**src/design/pxg_map.svh**
```systemverilog
// Purpose: Constants for the 64-bit client bus and the gearbox-side transceiver words
// Assumes: One 64-bit beat carries two 32-bit transfers; lane n is bits 8n+7:8n
// Notes:   Counts are in system clock cycles or in valid receive beats, as named
`ifndef PXG_MAP_SVH
`define PXG_MAP_SVH

// Bus widths and lane layout
`define PXG_XFER_W        32
`define PXG_WORD_W        64
`define PXG_LANES         8
`define PXG_LANE_W        8
`define PXG_XCTL_W        8

// Client control characters (valid only with the lane control bit set)
`define PXG_CH_IDLE       8'h07
`define PXG_CH_START      8'hFB
`define PXG_CH_TERM       8'hFD
`define PXG_CH_ERROR      8'hFE
`define PXG_START_LANE_LO 3'h0
`define PXG_START_LANE_HI 3'h4

// Transceiver control field positions
`define PXG_HDR_LSB       0
`define PXG_HDR_MSB       1
`define PXG_SEQ_LSB       2
`define PXG_SEQ_MSB       7
`define PXG_RXVALID_BIT   2
`define PXG_HDR_DATA      2'h1
`define PXG_HDR_CTRL      2'h2

// Gearbox sequence and valid cadence
`define PXG_SEQ_MAX       6'h20
`define PXG_VALID_MAX     6'h20

// Block lock timing, in valid beats except the slip wait in clock cycles
`define PXG_LOCK_GOOD     7'h40
`define PXG_BAD_WINDOW    7'h40
`define PXG_BAD_LIMIT     7'h10
`define PXG_SLIP_WAIT     7'h40

// Status reset value, FIFO depth and transmit ready margin
`define PXG_STATUS_RST    8'h00
`define PXG_FIFO_DEPTH    16
`define PXG_TX_MARGIN     4

`endif

```
**src/design/pxg_pkg.sv**
```systemverilog
// Purpose: Shared types for the client/transceiver alignment block
// Assumes: Constants come from pxg_map.svh
// Notes:   State codes are one-hot
package pxg_pkg;

  // Receive block lock hunting
  typedef enum logic [2:0] {
    PXG_LK_HUNT   = 3'b001,
    PXG_LK_WAIT   = 3'b010,
    PXG_LK_LOCKED = 3'b100
  } pxg_lock_st_t;

  // Configuration front end chosen at build time; only one may exist
  typedef enum logic [1:0] {
    PXG_CFG_SERIAL = 2'b01,
    PXG_CFG_VECTOR = 2'b10
  } pxg_cfg_if_t;

  typedef logic [63:0] pxg_word_t;
  typedef logic [7:0]  pxg_ctl_t;

endpackage : pxg_pkg

```
**src/design/pxg_link_if.sv**
```systemverilog
// Purpose: Joins the alignment block to its client and transceiver partner
// Assumes: Both ends run on one clock
// Notes:   No clocking block; the bench connects clk and the two modports
`timescale 1ns/1ps
`default_nettype none
interface pxg_link_if;
  pxg_pkg::pxg_word_t cl_tx_data;     // Client transmit word
  pxg_pkg::pxg_ctl_t  cl_tx_ctrl;     // Client transmit lane controls
  logic               cl_tx_valid;    // Client transmit word valid
  logic               cl_tx_ready;    // Block can take more words
  pxg_pkg::pxg_word_t cl_rx_data;     // Client receive word
  pxg_pkg::pxg_ctl_t  cl_rx_ctrl;     // Client receive lane controls
  logic               cl_rx_valid;    // Client receive word valid
  pxg_pkg::pxg_word_t xcvr_tx_word;   // Transmit word toward the transceiver
  pxg_pkg::pxg_ctl_t  xcvr_tx_ctrl;   // Sync header and sequence count
  pxg_pkg::pxg_word_t xcvr_rx_word;   // Receive word from the transceiver
  pxg_pkg::pxg_ctl_t  xcvr_rx_ctrl;   // Sync header and data-valid qualifier
  logic               xcvr_align_slip; // One-cycle slip request

  modport dev (
    input  cl_tx_data, cl_tx_ctrl, cl_tx_valid, xcvr_rx_word, xcvr_rx_ctrl,
    output cl_tx_ready, cl_rx_data, cl_rx_ctrl, cl_rx_valid,
    output xcvr_tx_word, xcvr_tx_ctrl, xcvr_align_slip
  );
  modport far (
    output cl_tx_data, cl_tx_ctrl, cl_tx_valid, xcvr_rx_word, xcvr_rx_ctrl,
    input  cl_tx_ready, cl_rx_data, cl_rx_ctrl, cl_rx_valid,
    input  xcvr_tx_word, xcvr_tx_ctrl, xcvr_align_slip
  );
endinterface : pxg_link_if
`default_nettype wire

```
**src/design/pxg_fifo.sv**
```systemverilog
// Purpose: Word FIFO with valid/ready on both sides
// Assumes: Single clock; simultaneous push and pop allowed
// Notes:   Level output lets the writer throttle ahead of full
`timescale 1ns/1ps
`default_nettype none
module pxg_fifo #(
  parameter int WIDTH = 72,
  parameter int DEPTH = 16
) (
  input  wire logic             clk,       // System clock
  input  wire logic             arst_n,    // Async reset, active low
  input  wire logic [WIDTH-1:0] in_data,   // Write word
  input  wire logic             in_valid,  // Write request
  output logic                  in_ready,  // Not full
  output logic [WIDTH-1:0]      out_data,  // Head word
  output logic                  out_valid, // Not empty
  input  wire logic             out_ready, // Reader takes head
  output logic [$clog2(DEPTH):0] level     // Words held
);
  localparam int AW = $clog2(DEPTH);

  logic [WIDTH-1:0] mem_q [DEPTH];
  logic [AW-1:0]    wr_q;
  logic [AW-1:0]    rd_q;
  logic [AW:0]      cnt_q;
  logic             push;
  logic             pop;

  // Full and empty from the count
  assign in_ready  = (cnt_q != (AW+1)'(DEPTH));
  assign out_valid = (cnt_q != '0);
  assign push      = in_valid & in_ready;
  assign pop       = out_valid & out_ready;
  assign out_data  = mem_q[rd_q];
  assign level     = cnt_q;

  // Storage needs no reset
  always_ff @(posedge clk) begin
    if (push) begin
      mem_q[wr_q] <= in_data;
    end
  end

  // Pointers wrap at DEPTH, so any depth works
  always_ff @(posedge clk or negedge arst_n) begin
    if (!arst_n) begin
      wr_q  <= '0;
      rd_q  <= '0;
      cnt_q <= '0;
    end else begin
      if (push) begin
        wr_q <= (wr_q == AW'(DEPTH-1)) ? '0 : wr_q + AW'(1);
      end
      if (pop) begin
        rd_q <= (rd_q == AW'(DEPTH-1)) ? '0 : rd_q + AW'(1);
      end
      cnt_q <= cnt_q + (AW+1)'(push) - (AW+1)'(pop);
    end
  end
endmodule : pxg_fifo
`default_nettype wire

```
**src/design/pxg_dev_end.sv**
```systemverilog
// What this block does
// (RULE1) Client word holds two 32-bit transfers
// (RULE2) Eight lanes; upper four go later
// (RULE3) Lane n is data bits 8n+7:8n
// (RULE4) Control bit index equals lane number
// (RULE5) Control bit set means control character
// (RULE6) Control 07 idle, FB start, FD terminate
// (RULE7) Error is FE with control set
// (RULE8) Client starts frames in lane 0 or 4
// (RULE9) Client terminates anywhere, idles above it
// (RULE10) Received start only in lane 0 or 4
// (RULE11) Received frames always closed by terminate
// (RULE12) Inbound errors become error characters; outside a frame a bad header gives idles
// (RULE13) Transmit word plus 2-bit sync header
// (RULE14) Sequence count on bits 7:2, 0..32
// (RULE15) Transceiver gives word and sync header
// (RULE16) Receive valid high 32 of 33
// (RULE17) 64 data plus 8 control bits each way
// (RULE18) Only one configuration interface per build
// (RULE19) Reset sampled on the system clock
// (RULE20) Status bit 0 is block lock
// (RULE21) Slip while unlocked, then wait
// (RULE22) Ignore receive beats without valid
//
// Purpose: Device end: client bus to sync-headed 64-bit gearbox words and back
// Assumes: Partner keeps the client framing and the valid cadence
// Notes:   Control blocks carry raw bytes; control lanes are recovered by value
`timescale 1ns/1ps
`default_nettype none
`include "pxg_map.svh"
module pxg_dev_end #(
  parameter pxg_pkg::pxg_cfg_if_t CFG_IF    = pxg_pkg::PXG_CFG_SERIAL,
  parameter int                   FIFO_DEPTH = `PXG_FIFO_DEPTH
) (
  input  wire logic clk,        // System clock, 100 MHz
  input  wire logic arst_n,     // Async reset, active low
  pxg_link_if.dev   link,       // Link to the partner end
  output logic       block_lock, // Receive block lock
  output logic [7:0] dev_status  // Status byte
);
  import pxg_pkg::*;

  localparam int LW = $clog2(FIFO_DEPTH) + 1;

  // Exactly one configuration front end per build
  localparam logic CFG_ONE = (CFG_IF == PXG_CFG_SERIAL) ^ (CFG_IF == PXG_CFG_VECTOR); // [RULE18]

  logic         rst_meta_q;
  logic         rst_sync_q;
  logic [71:0]  f_out;
  logic         f_in_ready;
  logic         f_out_valid;
  logic         f_pop;
  logic [LW-1:0] f_level;
  logic [5:0]   seq_q;
  pxg_lock_st_t lk_q;
  logic [6:0]   good_q;
  logic [6:0]   beat_q;
  logic [6:0]   bad_q;
  logic [6:0]   wait_q;
  logic         in_frame_q;
  logic         beat;
  logic         hdr_good;
  logic [1:0]   hdr;
  pxg_word_t    dec_d;
  pxg_ctl_t     dec_c;
  pxg_word_t    blk_d;
  pxg_ctl_t     blk_c;
  logic [7:0]   has_start;
  logic [7:0]   has_term;
  logic         any_ctrl;

  // Async assert, release on a clock edge
  always_ff @(posedge clk or negedge arst_n) begin
    if (!arst_n) begin
      rst_meta_q <= 1'b0;
      rst_sync_q <= 1'b0;
    end else begin
      rst_meta_q <= CFG_ONE;                                           // [RULE19]
      rst_sync_q <= rst_meta_q;
    end
  end

  // Transmit queue; the pause slot lets it fill
  pxg_fifo #(.WIDTH(72), .DEPTH(FIFO_DEPTH)) u_tx_fifo (
    .clk       (clk),
    .arst_n    (rst_sync_q),
    .in_data   ({link.cl_tx_ctrl, link.cl_tx_data}),
    .in_valid  (link.cl_tx_valid),
    .in_ready  (f_in_ready),
    .out_data  (f_out),
    .out_valid (f_out_valid),
    .out_ready (f_pop),
    .level     (f_level)
  );

  assign f_pop    = f_out_valid && (seq_q != `PXG_SEQ_MAX);
  assign any_ctrl = |f_out[71:64];

  // Ready keeps margin: the partner reacts late
  always_ff @(posedge clk or negedge rst_sync_q) begin
    if (!rst_sync_q) begin
      link.cl_tx_ready <= 1'b0;
    end else begin
      link.cl_tx_ready <= f_in_ready &&
                          (f_level <= LW'(FIFO_DEPTH - `PXG_TX_MARGIN));
    end
  end

  // Word, header and count; word holds in the pause slot
  always_ff @(posedge clk or negedge rst_sync_q) begin
    if (!rst_sync_q) begin
      seq_q             <= '0;
      link.xcvr_tx_word <= {8{`PXG_CH_IDLE}};
      link.xcvr_tx_ctrl <= {6'h00, `PXG_HDR_CTRL};
    end else begin
      seq_q <= (seq_q == `PXG_SEQ_MAX) ? '0 : seq_q + 6'h01;          // [RULE14]
      link.xcvr_tx_ctrl[`PXG_SEQ_MSB:`PXG_SEQ_LSB] <= seq_q;           // [RULE14] [RULE17]
      if (f_pop) begin
        link.xcvr_tx_word <= f_out[63:0];                              // [RULE13]
        link.xcvr_tx_ctrl[`PXG_HDR_MSB:`PXG_HDR_LSB] <=
          any_ctrl ? `PXG_HDR_CTRL : `PXG_HDR_DATA;                    // [RULE5] [RULE13]
      end else if (seq_q != `PXG_SEQ_MAX) begin
        link.xcvr_tx_word <= {8{`PXG_CH_IDLE}};                        // [RULE6]
        link.xcvr_tx_ctrl[`PXG_HDR_MSB:`PXG_HDR_LSB] <= `PXG_HDR_CTRL;
      end
    end
  end

  assign beat     = link.xcvr_rx_ctrl[`PXG_RXVALID_BIT];                // [RULE16] [RULE22]
  assign hdr      = link.xcvr_rx_ctrl[`PXG_HDR_MSB:`PXG_HDR_LSB];
  assign hdr_good = (hdr == `PXG_HDR_DATA) || (hdr == `PXG_HDR_CTRL);

  // Lanes recovered by value: a data byte equal to a code is misread
  for (genvar n = 0; n < `PXG_LANES; n++) begin : g_lane
    logic [7:0] b;
    logic       c;
    assign b = link.xcvr_rx_word[8*n+7 -: 8];                          // [RULE3]
    assign c = (hdr == `PXG_HDR_CTRL) &&
               ((b == `PXG_CH_IDLE) || (b == `PXG_CH_START) ||
                (b == `PXG_CH_TERM) || (b == `PXG_CH_ERROR));          // [RULE4] [RULE6]
    assign has_start[n] = c && (b == `PXG_CH_START);
    assign has_term[n]  = c && (b == `PXG_CH_TERM);
    // A start outside lanes 0 and 4 is turned into an error character
    assign blk_d[8*n+7 -: 8] = (has_start[n] && (n != 0) && (n != 4)) ?
                               `PXG_CH_ERROR : b;                      // [RULE10] [RULE12]
    assign blk_c[n] = c;
  end

  // Choose what the client sees for one valid beat
  always_comb begin
    dec_d = blk_d;
    dec_c = blk_c;
    if (lk_q != PXG_LK_LOCKED) begin
      dec_d = {8{`PXG_CH_IDLE}};
      dec_c = 8'hFF;
      if (in_frame_q) begin
        dec_d[7:0] = `PXG_CH_TERM;                                     // [RULE11]
      end
    end else if (!hdr_good) begin
      dec_d = in_frame_q ? {8{`PXG_CH_ERROR}} : {8{`PXG_CH_IDLE}};     // [RULE7] [RULE12]
      dec_c = 8'hFF;
    end
  end

  // Client receive; beats without valid are dropped
  always_ff @(posedge clk or negedge rst_sync_q) begin
    if (!rst_sync_q) begin
      link.cl_rx_data  <= {8{`PXG_CH_IDLE}};
      link.cl_rx_ctrl  <= 8'hFF;
      link.cl_rx_valid <= 1'b0;
      in_frame_q       <= 1'b0;
    end else begin
      link.cl_rx_valid <= beat;                                        // [RULE22]
      if (beat) begin
        link.cl_rx_data <= dec_d;                                      // [RULE1] [RULE2]
        link.cl_rx_ctrl <= dec_c;
        if (lk_q != PXG_LK_LOCKED) begin
          in_frame_q <= 1'b0;                                          // [RULE11]
        end else if (hdr_good) begin
          if (has_start[0] || has_start[4]) begin
            in_frame_q <= 1'b1;                                        // [RULE10]
          end else if (|has_term) begin
            in_frame_q <= 1'b0;
          end
        end
      end
    end
  end

  // Lock hunt: slip on a bad header, settle, retry
  always_ff @(posedge clk or negedge rst_sync_q) begin
    if (!rst_sync_q) begin
      lk_q                 <= PXG_LK_HUNT;
      good_q               <= '0;
      beat_q               <= '0;
      bad_q                <= '0;
      wait_q               <= '0;
      link.xcvr_align_slip <= 1'b0;
    end else begin
      link.xcvr_align_slip <= 1'b0;
      case (lk_q)
        PXG_LK_HUNT: begin
          if (beat && hdr_good) begin
            good_q <= good_q + 7'h01;
            if (good_q == `PXG_LOCK_GOOD - 7'h01) begin
              lk_q   <= PXG_LK_LOCKED;
              beat_q <= '0;
              bad_q  <= '0;
            end
          end else if (beat) begin
            link.xcvr_align_slip <= 1'b1;                              // [RULE21]
            good_q               <= '0;
            wait_q               <= `PXG_SLIP_WAIT;
            lk_q                 <= PXG_LK_WAIT;
          end
        end
        PXG_LK_WAIT: begin
          wait_q <= wait_q - 7'h01;
          if (wait_q == 7'h01) begin
            lk_q <= PXG_LK_HUNT;                                       // [RULE21]
          end
        end
        PXG_LK_LOCKED: begin
          if (beat) begin
            beat_q <= (beat_q == `PXG_BAD_WINDOW - 7'h01) ? '0 : beat_q + 7'h01;
            if (!hdr_good && (bad_q == `PXG_BAD_LIMIT - 7'h01)) begin
              lk_q   <= PXG_LK_HUNT;
              good_q <= '0;
            end else if (beat_q == `PXG_BAD_WINDOW - 7'h01) begin
              bad_q <= '0;
            end else if (!hdr_good) begin
              bad_q <= bad_q + 7'h01;
            end
          end
        end
        default: begin
          lk_q <= PXG_LK_HUNT;
        end
      endcase
    end
  end

  // Status byte: lock on bit 0, other bits reserved at zero
  always_ff @(posedge clk or negedge rst_sync_q) begin
    if (!rst_sync_q) begin
      block_lock <= 1'b0;
      dev_status <= `PXG_STATUS_RST;
    end else begin
      block_lock <= (lk_q == PXG_LK_LOCKED);
      dev_status <= {7'h00, (lk_q == PXG_LK_LOCKED)};                  // [RULE20]
    end
  end
endmodule : pxg_dev_end
`default_nettype wire

```
**src/flat_wrapper.sv**
```systemverilog
// flat-port wrapper written by rule: the top's interface ports become plain ports
module pxg_dev_end_flat import pxg_pkg::*;
#(
  parameter pxg_pkg::pxg_cfg_if_t CFG_IF    = pxg_pkg::PXG_CFG_SERIAL,
  parameter int                   FIFO_DEPTH = `PXG_FIFO_DEPTH
)
  (clk, arst_n, block_lock, dev_status, link_cl_tx_data, link_cl_tx_ctrl, link_cl_tx_valid, link_xcvr_rx_word, link_xcvr_rx_ctrl, link_cl_tx_ready, link_cl_rx_data, link_cl_rx_ctrl, link_cl_rx_valid, link_xcvr_tx_word, link_xcvr_tx_ctrl, link_xcvr_align_slip);
  pxg_link_if link_i ();
  input  wire logic clk;
  input  wire logic arst_n;
  output logic block_lock;
  output logic [7:0] dev_status;
  input wire logic [$bits(link_i.cl_tx_data)-1:0] link_cl_tx_data;
  input wire logic [$bits(link_i.cl_tx_ctrl)-1:0] link_cl_tx_ctrl;
  input wire logic [$bits(link_i.cl_tx_valid)-1:0] link_cl_tx_valid;
  input wire logic [$bits(link_i.xcvr_rx_word)-1:0] link_xcvr_rx_word;
  input wire logic [$bits(link_i.xcvr_rx_ctrl)-1:0] link_xcvr_rx_ctrl;
  output wire logic [$bits(link_i.cl_tx_ready)-1:0] link_cl_tx_ready;
  output wire logic [$bits(link_i.cl_rx_data)-1:0] link_cl_rx_data;
  output wire logic [$bits(link_i.cl_rx_ctrl)-1:0] link_cl_rx_ctrl;
  output wire logic [$bits(link_i.cl_rx_valid)-1:0] link_cl_rx_valid;
  output wire logic [$bits(link_i.xcvr_tx_word)-1:0] link_xcvr_tx_word;
  output wire logic [$bits(link_i.xcvr_tx_ctrl)-1:0] link_xcvr_tx_ctrl;
  output wire logic [$bits(link_i.xcvr_align_slip)-1:0] link_xcvr_align_slip;
  assign link_i.cl_tx_data = link_cl_tx_data;
  assign link_i.cl_tx_ctrl = link_cl_tx_ctrl;
  assign link_i.cl_tx_valid = link_cl_tx_valid;
  assign link_i.xcvr_rx_word = link_xcvr_rx_word;
  assign link_i.xcvr_rx_ctrl = link_xcvr_rx_ctrl;
  assign link_cl_tx_ready = link_i.cl_tx_ready;
  assign link_cl_rx_data = link_i.cl_rx_data;
  assign link_cl_rx_ctrl = link_i.cl_rx_ctrl;
  assign link_cl_rx_valid = link_i.cl_rx_valid;
  assign link_xcvr_tx_word = link_i.xcvr_tx_word;
  assign link_xcvr_tx_ctrl = link_i.xcvr_tx_ctrl;
  assign link_xcvr_align_slip = link_i.xcvr_align_slip;
  pxg_dev_end #(.CFG_IF(CFG_IF), .FIFO_DEPTH(FIFO_DEPTH)) u_core (.clk(clk), .arst_n(arst_n), .link(link_i), .block_lock(block_lock), .dev_status(dev_status));
endmodule
```
**config.mk**
```make
export PLATFORM = sky130hd
export DESIGN_NAME = pxg_dev_end_flat
export DESIGN_NICKNAME = d
export VERILOG_FILES = /design/src/design/pxg_pkg.sv /design/src/design/pxg_link_if.sv /design/src/design/pxg_fifo.sv /design/src/design/pxg_dev_end.sv /design/src/flat_wrapper.sv
export VERILOG_INCLUDE_DIRS = /design/src /design/src/design
export SDC_FILE = /design/constraint.sdc
export NUM_CORES = 1
export LEC_CHECK = 0
export ABC_AREA = 1
export BUFFER_PORTS_ARGS = -buffer_cell sky130_fd_sc_hd__clkbuf_2
export CAP_MARGIN = 5
export CELL_PAD_IN_SITES_DETAIL_PLACEMENT = 0
export CELL_PAD_IN_SITES_GLOBAL_PLACEMENT = 1
export CORE_UTILIZATION = 45
export DETAILED_ROUTE_END_ITERATION = 6
export HOLD_SLACK_MARGIN = 0.12
export PLACE_DENSITY = 0.73
export SYNTH_ARGS = -nofsm -noshare
export SYNTH_HDL_FRONTEND = slang
export SYNTH_SLANG_ARGS = --single-unit
export TNS_END_PERCENT = 100
```
**constraint.sdc**
```tcl
create_clock -name clk -period 5.8 [get_ports clk]
set_input_delay 1.16 -clock clk [delete_from_list [all_inputs] [get_ports clk]]
set_output_delay 1.16 -clock clk [all_outputs]
set_load 0.05 [all_outputs]
```
After elaboration in Yosys (flattened, before gate mapping) --
Memory sizes are Yosys's and may differ from the RTL's. Index checks and enable logic that the tools add are counted.
Cells by class: reductions and logical operators 69, divide/modulo/power cells 0, bitwise logic cells 2, shifts and indexed selects 0, $add $sub $neg 9, multiplexer cells 54, equality and inequality tests 58, multiply operators 0, order comparisons 1
Operators with widths (count):
- 64-bit two-way mux | 5
- 8-bit == test, second input constant | 24
- 7-bit two-way mux | 14
- 8-bit two-way mux | 9
- 8-bit by 3-bit == test with 1-bit output, second input constant | 8
- 7-bit case mux with 2 select lines | 4
- 1-bit logical AND | 28
- 1-bit logical OR | 26
- 7-bit by 1-bit adder with 7-bit output, second input constant | 3
- 3-bit two-way mux | 6
- 8-bit OR reduction | 2
- 7-bit by 6-bit == test with 1-bit output, second input constant | 2
- 1-bit two-way mux | 9
- 3-bit != test, second input constant | 3
- 3-bit case mux with 3 select lines | 1
- 4-bit by 1-bit adder with 4-bit output, second input constant | 2
- 4-bit == test, second input constant | 2
- 4-bit two-way mux | 2
- 2-bit by 1-bit != test with 1-bit output, second input constant | 4
- 2-bit != test, second input constant | 4
- 4-bit AND reduction | 2
- 2-bit nonzero test | 4
- 7-bit by 1-bit == test with 1-bit output, second input constant | 1
- 7-bit by 4-bit == test with 1-bit output, second input constant | 1
- 23 further kinds | 27
Word-level totals: bits in read-only memories 0, flip-flop bits (word level) 201, latch bits 0, output and inout port bits 156, memories kept 1, bits of input ports 147, bits in writable memories 1152, word-level logic and storage cells 215
Memory list:
- u_core.u_tx_fifo.mem_q | depth 16, width 72, rd ports 1, clocked after Yosys merged registers in 0, wr ports 1, line pxg_fifo.sv:22 | logic [WIDTH-1:0] mem_q [DEPTH];

Longest topological paths before layout --
word-level depth 11, gate-level depth with buffers 15, gate-level depth less buffers 14

Hierarchy --
From an unflattened synthesis, not the netlist that was laid out.
Second synthesis, totals: cells, all modules 5956, area total of the unflattened synthesis 59139.2 um^2
By module, submodules not included:
- pxg_fifo | sequential area each 34918.5 um^2, times used 1, area each 50639.8 um^2, cells each 5023
- pxg_dev_end | sequential area each 4777.1 um^2, times used 1, area each 8499.4 um^2, cells each 933

Worst setup path before layout --
No wires, ideal clock.
path kind input-to-reg, start point input port link_cl_tx_valid, end point memory u_core.u_tx_fifo.mem_q[11][0] (enable), required time 5.297 ns, path buffers 0, arrival time 4.521 ns, stages on the path 4, library setup time 0.503 ns, setup slack 0.776 ns, path through nand2_1 clkinv_1 nand2_1 nor2_1
Between the ends: cells in the longest elaborated chain, start to end 3
Ends and longest elaborated chain:
- from (decl) | line flat_wrapper.sv:15 | input wire logic [$bits(link_i.cl_tx_valid)-1:0] link_cl_tx_valid;
- 1-bit AND | line pxg_fifo.sv:32 | assign push = in_valid & in_ready;
- 1-bit two-way mux | line pxg_fifo.sv:39 | if (push) begin
- 1-bit two-way mux (not written as such) | line pxg_fifo.sv:40 | mem_q[wr_q] <= in_data;
- to (decl) | line pxg_fifo.sv:22
No other way between the ends.

Final worst setup path --
start point register u_core.seq_q[0], end point register u_core.link.xcvr_tx_word[11]
Between the ends: cells in the longest elaborated chain, start to end 3, elaborated cells on any way between the ends 4, classes of those cells 1 x eq/ne; 1 x mux; 2 x reduce/logical
Ends and longest elaborated chain:
- from (decl) | line pxg_dev_end.sv:55 | logic [5:0] seq_q;
- from (signal assigned) | line pxg_dev_end.sv:117 | seq_q <= (seq_q == `PXG_SEQ_MAX) ? '0 : seq_q + 6'h01;
- 6-bit != test (no line) *
- 1-bit logical AND | line pxg_dev_end.sv:97 | assign f_pop = f_out_valid && (seq_q != `PXG_SEQ_MAX);
- 64-bit two-way mux or 2-bit nonzero test (tied branches)
- to (signal assigned) | line pxg_dev_end.sv:114 | link.xcvr_tx_word <= {8{`PXG_CH_IDLE}};
- to (signal assigned) | line pxg_dev_end.sv:120 | link.xcvr_tx_word <= f_out[63:0];
- to (signal assigned) | line pxg_dev_end.sv:124 | link.xcvr_tx_word <= {8{`PXG_CH_IDLE}};
- to (decl) | line pxg_link_if.sv:23 | output xcvr_tx_word, xcvr_tx_ctrl, xcvr_align_slip
Mark *: on every way between the ends. The rest lies on a longest branch, timed or not. A chain may end at the register's enable or synchronous reset.

==> metrics.yaml <==
global_routing:
  grt_max_degree: 282
  grt_usage: 0.225
  antenna_found_initial: 13
  overflow: 0
  grt_pass1_wl_um: 204000
  first_global_vias: 32600
synthesis:
  synth_cells: 4189
  synth_simple_gate_area_share: 0.113
  synthXorXnorAreaFrac: 0.00229
  ys_seq_elements: 1353
  synth-edff-count: 1152
  syn_area_mm2: 0.0535
  ys_seq_area_frac: 0.741
  synth_mux_area_frac: 0
  synth-async-reset-ratio: 0.149
  synth_top_family_by_area: "simple AND/OR/NAND/NOR gates"
  synth_fa_ha_area_frac: 0.00528
  synth_compound_area_frac: 0.104
  yosysWarnings: 0
  synth_top_flop_cell: "edfxtp_1"
  syn_avg_cell_area_um2: 12.8
  synthDistinctLibCells: 51
routing:
  vias_per_cell: 5.57
  drt-total-wl_um: 137000
  vias: 34000
  dr.pass1.iters: 7
  wl_per_cell_um: 22.4
  ant_nets: 0
  drc_errors: 0
  initialDrtViolationCount: 3015
clock_tree:
  cts_made_buffers: 144
  hold_buffers: 0
  post_cts_buffers: 0
  cts_resized: 0
  cts_htree_levels: 4
  cts_sinks: 1353
  clk_pin_slew_ns: 0.06
  clk_path_buf_depth: 3
  cts_tree: "yes"
  insertion_delay_ns: 0.76
  cts_root_buf: "clkbuf_16"
critical_path:
  cp_num_buf_inv: 4
  crit_slowest_cell: "nor2_4"
  crit_path_start: "u_core.seq_q[0]"
  worstPathRequired_ns: 6.47
  cp-start-kind: "flop"
  cpPeakStageDelay_ns: 0.81
  crit_chain: "inv_1 > ha_1 > inv_1 > nor2_1 > nand3_2 > buf_4 > nand2_1 > nor2_4 > buf_4 > nand3_1 > nand3_1"
  crit_type: "reg -> reg"
  cp-end-kind: "flop"
  timing.rr.start: "u_core.seq_q[0]"
  path_max_fanout: 28
  critical-path-top-delay-family: "simple AND/OR/NAND/NOR gates"
  critPathArrivalTime_ns: 4.00
sta:
  slew_headroom: 0.139
  fin_crit_ns: 3.33
  setup_viol: 0
  finalHoldViolCount: 0
  fin_skew_ns: 0.0311
  worst_pin_slew_ns: 1.29
  finalSetupTns_ns: 0
  fin_crit_sh: 0.574
  fmax_ghz: 0.300
  rsz0062_at_grt: "false"
  slew_violations: 0
layout:
  fillers: 10000
  syn_to_final_growth_pct: 13.9
  nets: 4605
  drive_gt1_frac: 0.141
placement:
  io_buffer_count: 290
  routabilityCongestion: 0.795
  dpl.hpwl_um: 70200
job:
  maxCapViolations: 0
outcome:
  status: "finished, final reports clean"
pwr:
  vdd_drop_max_uv: 565
  power.density_mw_per_mm2: 501
  leakagePower_nw: 21.6
  total_power_mw: 30.5
worst_hold_path:
  hp-class: "in -> async"
die:
  die-area_mm2: 0.120
  start_util: 0.453
  ios: 303
  die-height_um: 347
  fp-row-count: 126
  fp.dieW_um: 347
  core_mm2: 0.118
==> layout make-up <==
type | instances | area [µm²] | share of cell area
antenna | 8 | 20.0 | 0.000328
clock buffer | 203 | 3990 | 0.0655
clock inverter | 61 | 623 | 0.0102
inverter | 101 | 408 | 0.00669
multi-input combinational | 2485 | 12200 | 0.200
sequential | 1353 | 39700 | 0.651
tap | 1536 | 1920 | 0.0315
timing repair buffer | 351 | 2100 | 0.0344
==> power breakdown <==
group	switching (mW)	internal (mW)
Combinational	6.73	2.39
Clock	3.74	5.22
Sequential	0.572	11.9
Total	11.0	19.5
==> synth_stat cells, types with 2 or more instances <==
| cell | n | area (µm²) |
|---|---|---|
| dfrtp_1 | 143 | 3580 |
| buf_8 | 4 | 60.1 |
| buf_4 | 30 | 225 |
| nor3b_1 | 3 | 22.5 |
| nor4_1 | 4 | 25.0 |
| nand3b_1 | 10 | 75.1 |
| buf_2 | 65 | 325 |
| nand4_1 | 16 | 100 |
| xnor2_1 | 3 | 26.3 |
| o21ai_1 | 81 | 405 |
| clkbuf_1 | 117 | 439 |
| nand2_1 | 389 | 1460 |
| a31oi_1 | 18 | 113 |
| inv_2 | 5 | 18.8 |
| o211a_1 | 6 | 60.1 |
| o22ai_1 | 21 | 131 |
| a21boi_1 | 7 | 52.6 |
| o22a_1 | 5 | 43.8 |
| o21ai_0 | 538 | 2690 |
| inv_1 | 92 | 345 |
| o211ai_1 | 122 | 916 |
| nor2_2 | 2 | 12.5 |
| nor3_1 | 32 | 160 |
| o21a_1 | 5 | 37.5 |
| buf_6 | 30 | 338 |
| ha_1 | 21 | 263 |
| o221ai_1 | 105 | 920 |
| edfxtp_1 | 1152 | 34600 |
| dfstp_2 | 58 | 1520 |
| or2_1 | 4 | 25.0 |
| a21oi_1 | 27 | 135 |
| xor2_1 | 11 | 96.3 |
| buf_1 | 9 | 33.8 |
| inv_4 | 2 | 12.5 |
| nand3_2 | 2 | 20.0 |
| clkinv_1 | 2 | 7.51 |
| nand3_1 | 190 | 951 |
| conb_1 | 2 | 7.51 |
| nor2_1 | 844 | 3170 |
==> metal layers <==
| metal | vias up | global-route usage | routed length, µm |
|---|---|---|---|
| met1 | 16900 | 0.303 | 58500 |
| met2 | 1115 | 0.368 | 65100 |
| met3 | 243 | 0.0439 | 9320 |
| met5 | - | 0 | 109 |
| li1 | 15700 | - | - |
| met4 | 16 | 0.0734 | 3610 |
==> kinds of logic after synthesis <==
group                      Yosys count
adders and majority gates           22
other                                2
xor gates and xnor gates            14
DFF                               1353
and+or+nand+nor                   1500
buffers and inverters              357
AOI/OAI and AO/OA                  941
==> cells in the final DEF (no fill, tap or decap), drive strengths merged, types with 40 or more instances in the layout <==
| cell | n |
|---|---|
| o221ai | 105 |
| buf | 61 |
| nand3 | 192 |
| nand2 | 389 |
| clkbuf | 493 |
| dfrtp | 143 |
| nor2 | 847 |
| o21ai | 619 |
| edfxtp | 1152 |
| o211ai | 122 |
| clkinv | 40 |
| dfstp | 58 |
| inv | 106 |
==> final timing paths <==
| kind | endpoint | depth (start not counted) | slack [ns] |
|---|---|---|---|
| worst max-delay path | u_core.link.xcvr_tx_word[11] | 11 | 2.47 |
| worst min-delay path | u_core.rst_sync_q | 1 | 0.20 |
| worst max register to register | u_core.link.xcvr_tx_word[11] | 11 | 2.47 |
| worst min register to register | u_core.link.xcvr_tx_word[46] | 0 | 0.25 |
| max in group asynchronous | u_core.u_tx_fifo.rd_q[2] | 1 | 4.30 |
| min in group clk | u_core.rst_sync_q | 0 | 0.36 |
==> flip-flops by register name, summed over array words and instances (netlist names), 3 cells and up <==
register,cells
u_core.u_tx_fifo.mem_q,1152
u_core.link.cl_rx_data,64
u_core.link.xcvr_tx_word,64
u_core.link.cl_rx_ctrl,8
u_core.link.xcvr_tx_ctrl,8
u_core.bad_q,7
u_core.beat_q,7
u_core.good_q,7
u_core.wait_q,7
u_core.seq_q,6
u_core.u_tx_fifo.level,5
u_core.u_tx_fifo.rd_q,4
u_core.u_tx_fifo.wr_q,4
u_core.lk_q,3
==> stage by stage <==
stage / area [µm²] / instances / worst slack, ns / hold slack, ns / utilization
CTS: 60900 / 6090 / 2.41 / 0.143 / 0.516
detailed placement: 56300 / 5826 / 2.06 / 0.258 / 0.477
global placement: 56300 / 5826 / 2.05 / 0.261 / 0.477
global route: 60900 / 6093 / 2.29 / 0.164 / 0.516
floorplan: 53600 / 4195 / 0.776 / 0.331 / -
finish: 61000 / 6098 / 2.47 / 0.195 / 0.516
==> worst register-to-register path, cell delays in order (launching register included) <==
cell	delay, ns
dfrtp_1	0.40
inv_1	0.06
ha_1	0.19
inv_1	0.05
nor2_1	0.04
nand3_2	0.05
buf_4	0.51
nand2_1	0.49
nor2_4	0.81
buf_4	0.41
nand3_1	0.14
nand3_1	0.09
(Power assumes the default switching activity.)
